<file path="config.mk">
export PLATFORM = sky130hd
export DESIGN_NAME = codec_host_interrupt_status
export DESIGN_NICKNAME = d
export VERILOG_FILES = /design/src/codec_irq_pkg.sv /design/src/sticky_flag.sv /design/src/irq_gate.sv /design/src/codec_host_interrupt_status.sv
export VERILOG_INCLUDE_DIRS = /design/src
export SDC_FILE = /design/constraint.sdc
export NUM_CORES = 1
export LEC_CHECK = 0
export BUFFER_PORTS_ARGS = -buffer_cell sky130_fd_sc_hd__clkbuf_2
export CORE_AREA = 2 2 44 87
export CTS_BUF_LIST = sky130_fd_sc_hd__clkbuf_4
export DETAILED_ROUTE_END_ITERATION = 16
export DIE_AREA = 0 0 46 89
export MAX_ROUTING_LAYER = met4
export PLACE_DENSITY = 0.8
export SLEW_MARGIN = 20
export SYNTH_ARGS = -nofsm -noshare
export SYNTH_HDL_FRONTEND = slang
export SYNTH_SLANG_ARGS = --single-unit
</file>
<file path="constraint.sdc">
create_clock -name clk -period 1.63 [get_ports clk]
set_input_delay 0.163 -clock clk [delete_from_list [all_inputs] [get_ports clk]]
set_output_delay 0.163 -clock clk [all_outputs]
set_load 0.02 [all_outputs]
</file>
<file path="src/codec_irq_defines.svh">
/*
  Offsets, field positions, reset values and widths of the host
  interrupt and status block of the video codec.
  Assumes inclusion by bare name from the package and the design files.
*/
`ifndef CODEC_IRQ_DEFINES_SVH
`define CODEC_IRQ_DEFINES_SVH

// ****************************************************************
// register offsets (byte addresses)
// ****************************************************************
`define OFF_MODE 8'h00
`define OFF_MASK 8'h04
`define OFF_STATUS 8'h08

// ****************************************************************
// mode control fields
// ****************************************************************
`define MODE_W 3
`define MODE_IRQ_HIGH 0
`define MODE_DECODE 1
`define MODE_SOFT_RUN 2
`define MODE_RESET 3'h1

// ****************************************************************
// status and mask fields
// ****************************************************************
`define SRC_W 6
`define SRC_FIFO_STOP 0
`define SRC_FIFO_SERVICE 1
`define SRC_FIFO_ERROR 2
`define SRC_LAST_WORD 3
`define SRC_STATS_READY 4
`define SRC_CCIR_ERROR 5
`define MASK_RESET 6'h00

`endif

</file>
<file path="src/codec_irq_pkg.sv">
/*
  Types shared by the host interrupt and status block.
  Assumes the defines header sits in the same folder.
*/
`include "codec_irq_defines.svh"

package codec_irq_pkg;

  typedef logic [`SRC_W-1:0] src_vec_t;
  typedef logic [`MODE_W-1:0] mode_vec_t;

  typedef struct packed {
    logic flag;
  } flag_state_t;

  typedef struct packed {
    logic irq;
  } gate_state_t;

  typedef struct packed {
    mode_vec_t mode;
    src_vec_t mask;
    src_vec_t shown;
    logic [31:0] prdata;
    logic pready;
    logic pslverr;
    logic last_word;
    logic service;
  } top_state_t;

endpackage : codec_irq_pkg

</file>
<file path="src/sticky_flag.sv">
/*
  One sticky event flag: a set pulse raises it, a clear pulse drops it.
  Assumes set and clear are synchronous single-cycle requests on clk.
*/
`timescale 1ns/1ps
`default_nettype none

module sticky_flag (
  input wire logic clk,
  input wire logic reset_n,
  input wire logic set,
  input wire logic clear,
  output logic flag
);

  codec_irq_pkg::flag_state_t state;
  codec_irq_pkg::flag_state_t next_state;

  always_comb begin
    next_state = state;
    // set beats clear so an event in the clearing cycle survives
    if (set) begin
      next_state.flag = 1'b1;
    end else if (clear) begin
      next_state.flag = 1'b0;
    end
  end

  always_ff @(posedge clk) begin
    if (!reset_n) begin
      state <= '0;
    end else begin
      state <= next_state;
    end
  end

  assign flag = state.flag;

endmodule : sticky_flag

`default_nettype wire

</file>
<file path="src/irq_gate.sv">
/*
  Masks the status sources onto one registered interrupt line of
  programmable polarity.
  Assumes status, mask and polarity are synchronous to clk.
*/
`timescale 1ns/1ps
`default_nettype none
`include "codec_irq_defines.svh"

module irq_gate (
  input wire logic clk,
  input wire logic reset_n,
  input wire logic [`SRC_W-1:0] status,
  input wire logic [`SRC_W-1:0] mask,
  input wire logic active_high,
  output logic irq
);

  codec_irq_pkg::gate_state_t state;
  codec_irq_pkg::gate_state_t next_state;
  logic pending;

  always_comb begin
    next_state = state;
    pending = |(status & mask);
    // polarity select, idle level when nothing pending
    next_state.irq = active_high ? pending : ~pending;
  end

  always_ff @(posedge clk) begin
    // reset state; the default mode is active high so the line is low
    if (!reset_n) begin
      state <= '0;
    end else begin
      state <= next_state;
    end
  end

  assign irq = state.irq;

endmodule : irq_gate

`default_nettype wire

</file>
<file path="src/codec_host_interrupt_status.sv">
/*
  Host event signalling of the video codec: statistics ready, last
  compressed word, fifo service request, sticky error flags and one
  maskable host interrupt, with mode, mask and status over APB.
  Assumes one clock, a synchronous active-low reset, and event inputs
  that are single-cycle pulses synchronous to clk.
*/
// The implementer's own choices: the register offsets and register access over APB.
`timescale 1ns/1ps
`default_nettype none
`include "codec_irq_defines.svh"

module codec_host_interrupt_status (
  input wire logic clk,
  input wire logic reset_n,
  // ****************************************************************
  // apb slave
  // ****************************************************************
  input wire logic psel,
  input wire logic penable,
  input wire logic pwrite,
  input wire logic [7:0] paddr,
  input wire logic [31:0] pwdata,
  output logic [31:0] prdata,
  output logic pready,
  output logic pslverr,
  // ****************************************************************
  // codec core events and levels
  // ****************************************************************
  input wire logic stats_refreshed,
  input wire logic last_word_ready,
  input wire logic last_word_taken,
  input wire logic fifo_nearly_full,
  input wire logic fifo_nearly_empty,
  input wire logic fifo_stop_event,
  input wire logic fifo_error_event,
  input wire logic ccir_error_event,
  // ****************************************************************
  // pins
  // ****************************************************************
  output logic stats_ready_out,
  output logic last_word_flag,
  output logic fifo_service_request,
  output logic host_irq_out,
  output logic decode_mode,
  output logic soft_reset_bit
);

  codec_irq_pkg::top_state_t state;
  codec_irq_pkg::top_state_t next_state;

  codec_irq_pkg::src_vec_t status;
  codec_irq_pkg::src_vec_t read_clear;
  logic setup;
  logic done;
  logic hit_mode;
  logic hit_mask;
  logic hit_status;
  logic fifo_stop_flag;
  logic fifo_error_flag;
  logic ccir_error_flag;
  logic stats_ready_source;

  // ****************************************************************
  // bus decode
  // ****************************************************************
  assign setup = psel && !penable;
  assign done = psel && penable && state.pready;
  assign hit_mode = (paddr == `OFF_MODE);
  assign hit_mask = (paddr == `OFF_MASK);
  assign hit_status = (paddr == `OFF_STATUS);

  // only bits already shown to software are cleared by the read,
  // so an event landing between setup and access is kept
  always_comb begin
    read_clear = '0;
    if (done && !pwrite && hit_status) begin
      read_clear = state.shown;
    end
  end

  // ****************************************************************
  // sticky event sources
  // ****************************************************************
  sticky_flag u_fifo_stop (
    .clk(clk),
    .reset_n(reset_n),
    .set(fifo_stop_event),
    .clear(read_clear[`SRC_FIFO_STOP]),
    .flag(fifo_stop_flag)
  );

  sticky_flag u_fifo_error (
    .clk(clk),
    .reset_n(reset_n),
    .set(fifo_error_event),
    .clear(read_clear[`SRC_FIFO_ERROR]),
    .flag(fifo_error_flag)
  );

  sticky_flag u_ccir_error (
    .clk(clk),
    .reset_n(reset_n),
    .set(ccir_error_event),
    .clear(read_clear[`SRC_CCIR_ERROR]),
    .flag(ccir_error_flag)
  );

  // raised by the once-per-field refresh, held until read
  sticky_flag u_stats_ready (
    .clk(clk),
    .reset_n(reset_n),
    .set(stats_refreshed),
    .clear(read_clear[`SRC_STATS_READY]),
    .flag(stats_ready_source)
  );

  // ****************************************************************
  // status word
  // ****************************************************************
  always_comb begin
    status = '0;
    status[`SRC_FIFO_STOP] = fifo_stop_flag;
    status[`SRC_FIFO_SERVICE] = state.service;
    status[`SRC_FIFO_ERROR] = fifo_error_flag;
    status[`SRC_LAST_WORD] = state.last_word;
    status[`SRC_STATS_READY] = stats_ready_source;
    status[`SRC_CCIR_ERROR] = ccir_error_flag;
  end

  // ****************************************************************
  // next state
  // ****************************************************************
  always_comb begin
    next_state = state;

    // raised by the core, dropped once the word is read
    if (last_word_ready) begin
      next_state.last_word = 1'b1;
    end else if (last_word_taken) begin
      next_state.last_word = 1'b0;
    end

    // fifo held empty while soft reset bit clear
    if (!state.mode[`MODE_SOFT_RUN]) begin
      next_state.service = state.mode[`MODE_DECODE];
    end else if (state.mode[`MODE_DECODE]) begin
      next_state.service = fifo_nearly_empty;
    end else begin
      next_state.service = fifo_nearly_full;
    end

    // zero-wait slave: ready in the first access cycle
    next_state.pready = setup;

    if (setup) begin
      next_state.pslverr = !(hit_mode || hit_mask || hit_status);
      next_state.prdata = '0;
      next_state.shown = '0;
      if (!pwrite) begin
        if (hit_mode) begin
          next_state.prdata[`MODE_W-1:0] = state.mode;
        end else if (hit_mask) begin
          next_state.prdata[`SRC_W-1:0] = state.mask;
        end else if (hit_status) begin
          next_state.prdata[`SRC_W-1:0] = status;
          next_state.shown = status;
        end
      end
    end

    // writes to status or unmapped addresses are ignored
    if (done && pwrite) begin
      if (hit_mode) begin
        next_state.mode = pwdata[`MODE_W-1:0];
      end else if (hit_mask) begin
        next_state.mask = pwdata[`SRC_W-1:0];
      end
    end

    if (done) begin
      next_state.pready = 1'b0;
      next_state.pslverr = 1'b0;
    end
  end

  // ****************************************************************
  // registers
  // ****************************************************************
  always_ff @(posedge clk) begin
    if (!reset_n) begin
      state.mode <= `MODE_RESET;
      state.mask <= `MASK_RESET;
      state.shown <= '0;
      state.prdata <= '0;
      state.pready <= 1'b0;
      state.pslverr <= 1'b0;
      state.last_word <= 1'b0;
      state.service <= 1'b0;
    end else begin
      state <= next_state;
    end
  end

  // ****************************************************************
  // interrupt line
  // ****************************************************************
  // masked, polarity-selected line
  irq_gate u_irq_gate (
    .clk(clk),
    .reset_n(reset_n),
    .status(status),
    .mask(state.mask),
    .active_high(state.mode[`MODE_IRQ_HIGH]),
    .irq(host_irq_out)
  );

  // ****************************************************************
  // outputs, all straight from flops
  // ****************************************************************
  // pin follows the sticky flag
  assign stats_ready_out = stats_ready_source;
  assign last_word_flag = state.last_word;
  assign fifo_service_request = state.service;
  assign decode_mode = state.mode[`MODE_DECODE];
  assign soft_reset_bit = state.mode[`MODE_SOFT_RUN];
  assign prdata = state.prdata;
  assign pready = state.pready;
  assign pslverr = state.pslverr;

endmodule : codec_host_interrupt_status

`default_nettype wire

</file>
---- After elaboration in Yosys (flattened, before gate mapping) ----
Cells that the tools add are included.
word-level totals
  bits of input ports ..................... 53
  logic and storage cells ................. 62
  output and inout bits ................... 40
  bits in registers ....................... 30
operators by class
  muxes and demuxes ....................... 22
  equal/unequal tests ..................... 2
  bitwise gates (word level) .............. 4
  reductions and logical operators ........ 21
operators with widths
  operator              number
  $mux W6               7
  $mux W1               13
  $reduce_bool A2 Y1    5
  $eq A8 B3 Y1 const B  1
  $eq A8 B4 Y1 const B  1
  $logic_not A8 Y1      1
  $and A6 B6 Y6         1
  $logic_and A1 B1 Y1   6
  $mux W3               2
  $reduce_or A6 Y1      1
  $logic_not A1 Y1      3
  $not A1 Y1            3
  $reduce_and A3 Y1     1
  $logic_or A1 B1 Y1    2
  $reduce_and A2 Y1     1
  $reduce_or A2 Y1      1

---- Logic depth before layout (Yosys ltp) ----
  depth in word-level cells ............... 7
  mapped depth ............................ 6
  depth with buffers taken out ............ 4

---- By module ----
Synthesis repeated with hierarchy kept, for this count alone.
unflattened totals
  cells, all modules ...................... 171
  area total of the unflattened synthesis .. 1581.5 µm²
by module, submodules not included
  module                       area an instance (µm²)  seq. area each (µm²)  instances  cells each
  codec_host_interrupt_status  1343.8                  460.4                 1          151
  sticky_flag                  41.3                    20.0                  4          3
  irq_gate                     72.6                    20.0                  1          8

---- Worst setup path before layout ----
Ideal clock, no wire load.
  kind .................................... reg-to-reg
  start ................................... reg pready (netlist name)
  end ..................................... reg state[42] (netlist name)
  cell stages (with the launch flop) ...... 5
  setup slack ............................. 0.339 ns
  period minus slack after synthesis ...... 1.291 ns
  setup time .............................. 0.117 ns
  path buffers ............................ 0
  arrival ................................. 1.175 ns
  cells stage by stage .................... dfxtp_1 -> and4_1 -> nand4_2 -> mux2i_1 -> nor2b_1
between the ends
  word-level cells in the longest chain between the ends .. 3
ends and longest elaborated chain
  item                         line                                text
  $logic_and A1 B1 Y1          codec_host_interrupt_status.sv:68   assign done = psel && penable && state.pready;
  $logic_and A1 B1 Y1          codec_host_interrupt_status.sv:173  if (done && pwrite) begin
  $reduce_and A3 Y1 (no line)  --
Every way passes these cells.
A chain may end at the register's enable or synchronous reset.

---- Final worst setup path ----
  start ................................... reg pready (netlist name)
  end ..................................... reg state[47] (netlist name)
between the ends
  word-level cells in the longest chain between the ends .. 3
ends and longest elaborated chain
  item                         line
  $logic_and A1 B1 Y1          codec_host_interrupt_status.sv:68
  $logic_and A1 B1 Y1          codec_host_interrupt_status.sv:173
  $reduce_and A3 Y1 (no line)  --
Every way passes these cells.

==> results.cfg <==
[layout]
area_delta_synth_final_pct = 7.731
finalNonFillerCells = 237
antenna_cells = 0
drive_gt1_share_pct = 22.93
n_fill_cell = 351
final_nets = 259

[synth]
synthTopCellsByArea = dfxtp_1 38%, buf_4 16%, mux2i_1 7.5%
syn-cell-area_mm2 = 0.001473
synth_top_cell_area_share_pct = 38.06
syn_inst = 171
synth_cell_type_count = 30
ys_seq_area_share_pct = 38.06
postSynthRegisterBits = 28
synth_warnings = 0
syn_area_per_cell_um2 = 8.612
synth_largest_area_cell = dfxtp_1

[placement]
gp_congestion = 0.8713
place_hpwl_um = 2407
place_inst = 233
port_buffers = 40

[sta]
finalCritPeriodShare_pct = 81.23
drv_slew = 0
setup-tns-final_ps = 0
setup_viol = 0
fmax_ghz = 0.7553
rsz0062_at_grt = false
post-route-min-period_ps = 1324
final-hold-violation-count = 0
fin_worst_skew_ps = 5.397

[floorplanning]
die_area_mm2 = 0.004094
core_mm2 = 0.003378
core.rowCount = 30
io_pins = 93
start_util_pct = 43.59
die_w_um = 46
die_h_um = 89

[clock_network]
cts.sinks = 28
root_buffer = clkbuf_4
post_cts_buffers = 0
insertion_delay_ps = 330
htree_levels = 1
ctsResizeCount = 0
cts_buffers = 3
clkSlewWorstSetupHoldPaths_ps = 150
cts_tree = yes
ctsHoldBuffers = 0
cts_buffer_depth = 2

[flow_run]
max-cap-violations = 0

[global_route]
grt_max_degree = 25
grt_usage_pct = 15.02
antenna_found_initial = 0
grt_pass1_vias = 1066
grt_pass1_wl_um = 4450
grt_overflow_total = 0

[setup_path]
crit_path_max_incr_delay_ps = 390
worst-setup-path-type = reg2reg
cp_slowest_cell = dfxtp_1
crit_fanout = 6
worstPathArrival_ps = 1560
cp_cell_sequence = and4_1 > nand4_2 > mux2i_1 > nor2b_1
endpoint_kind = flop
cp-start-kind = flop
required_ps = 1860

[power_and_ir_drop]
power.density_mw_per_mm2 = 736.0
p_leak_nw = 0.7727
finalPower_mw = 1.168
vdd_drop_max_v = 0.0003504

[detailed_routing]
ant_nets = 0
num_vias = 1198
drc = 0
wirelength_um = 2936
dr.pass1.iters = 4
drt-vias-per-instance = 5.055
wire_per_inst_um = 12.39
drt_iter0_markers = 16

[run_status]
status = completed

[min_path]
hold_path.class = in2reg
## path summary, 6_finish.rpt
path / depth (start not counted) / start / endpoint / slack, ps
hold reg to reg: 1 / state[40] / u_stats_ready.flag / 450
setup / recovery: 4 / pready / state[47] / 310
setup reg to reg: 4 / pready / state[47] / 310
hold / removal: 2 / last_word_ready / last_word_flag / 40
## critical path: cells and delay by family, from the launching register on
family | cells | cell delay (ps)
and+or+nand+nor | 3 | 600
DFF | 1 | 390
muxes | 1 | 240
## power breakdown
part,switching (mW),total (mW),internal (mW)
sequential,0.0120,0.708,0.696
clock,0.198,0.288,0.0899
combinational,0.119,0.172,0.0530
total,0.329,1.17,0.839
## layout by cell type (no fill, tap or decap), types with 3 or more instances in the layout
cell type,Yosys,layout
and2_1,4,4
o21ai_0,13,13
conb_1,1,26
nand3_1,4,4
inv_1,7,7
nand4_1,4,4
clkbuf_4,0,3
nor3_1,3,3
dfxtp_1,28,28
a31oi_1,4,4
a22oi_1,6,6
nor2b_1,13,13
nor2_1,4,4
mux2i_1,11,11
nand2_1,18,18
clkbuf_2,0,40
## synthesized netlist by cell type
cell type,instances
nor3b_1,1
conb_1,1
o21a_1,1
o22ai_1,1
mux2i_1,11
a32o_1,1
nand2b_1,1
clkbuf_1,3
a2bb2oi_1,2
nor4_4,1
nand3_1,4
buf_4,32
and2_1,4
a22oi_1,6
nor2b_1,13
nand4_1,4
nor3_1,3
inv_1,7
a21boi_0,1
buf_2,2
nor2_1,4
xnor2_1,1
nand2_1,18
o21ai_0,13
a21oi_1,1
dfxtp_1,28
a31oi_1,4
o31ai_1,1
and4_1,1
nand4_2,1
## registers in the layout, summed over array words and instances (netlist names)
signal and flops:
u_stats_ready.flag 1, u_irq_gate.irq 1, prdata 6, pslverr 1, u_fifo_stop.flag 1, u_ccir_error.flag 1, pready 1, u_fifo_error.flag 1
soft_reset_bit 1, last_word_flag 1, state 11, fifo_service_request 1, decode_mode 1
## routing by layer
| layer | GRT usage [%] | vias to the layer above | wire length (µm) |
|---|---|---|---|
| li1 | - | 596 | - |
| met1 | 15.30 | 545 | 1120 |
| met2 | 26.64 | 50 | 1593 |
| met3 | 0.8081 | 7 | 138 |
| met4 | 8.831 | 0 | 84 |
| met5 | - | - | 0 |
## layout make-up
type	count	area (µm²)	share of cell area, %
Multi-Input combinational cell	124	718.2	45.27
Tap cell	32	40.04	2.524
Timing Repair Buffer	42	215.2	13.56
Sequential cell	28	560.5	35.33
Clock inverter	1	3.754	0.2366
Clock buffer	3	22.52	1.420
Inverter	7	26.28	1.656
## logic make-up (layout without fill, tap and decap cells)
family | count (synthesis) | after routing | synth area share (%)
DFF | 28 | 28 | 38.06
AOI/OAI and AO/OA | 31 | 31 | 13.34
other | 1 | 26 | 0.2546
muxes | 11 | 11 | 7.477
and+or+nand+nor | 55 | 55 | 20.73
xor gates and xnor gates | 1 | 1 | 0.5948
buffers and inverters | 44 | 53 | 19.54
## stage by stage
step	setup WS, ps	utilization (%)	hold slack [ps]	cell area (µm²)
4_1_cts	295.0	46.96	25.74	1587
3_3_place_gp	159.4	46.19	375.3	1560
6_report	305.9	46.96	35.63	1587
3_5_place_dp	142.3	46.19	382.3	1560
2_1_floorplan	338.9	-	286.8	1567
5_1_grt	221.2	46.96	34.49	1587
No activity file was read; power rests on OpenSTA's default activity.
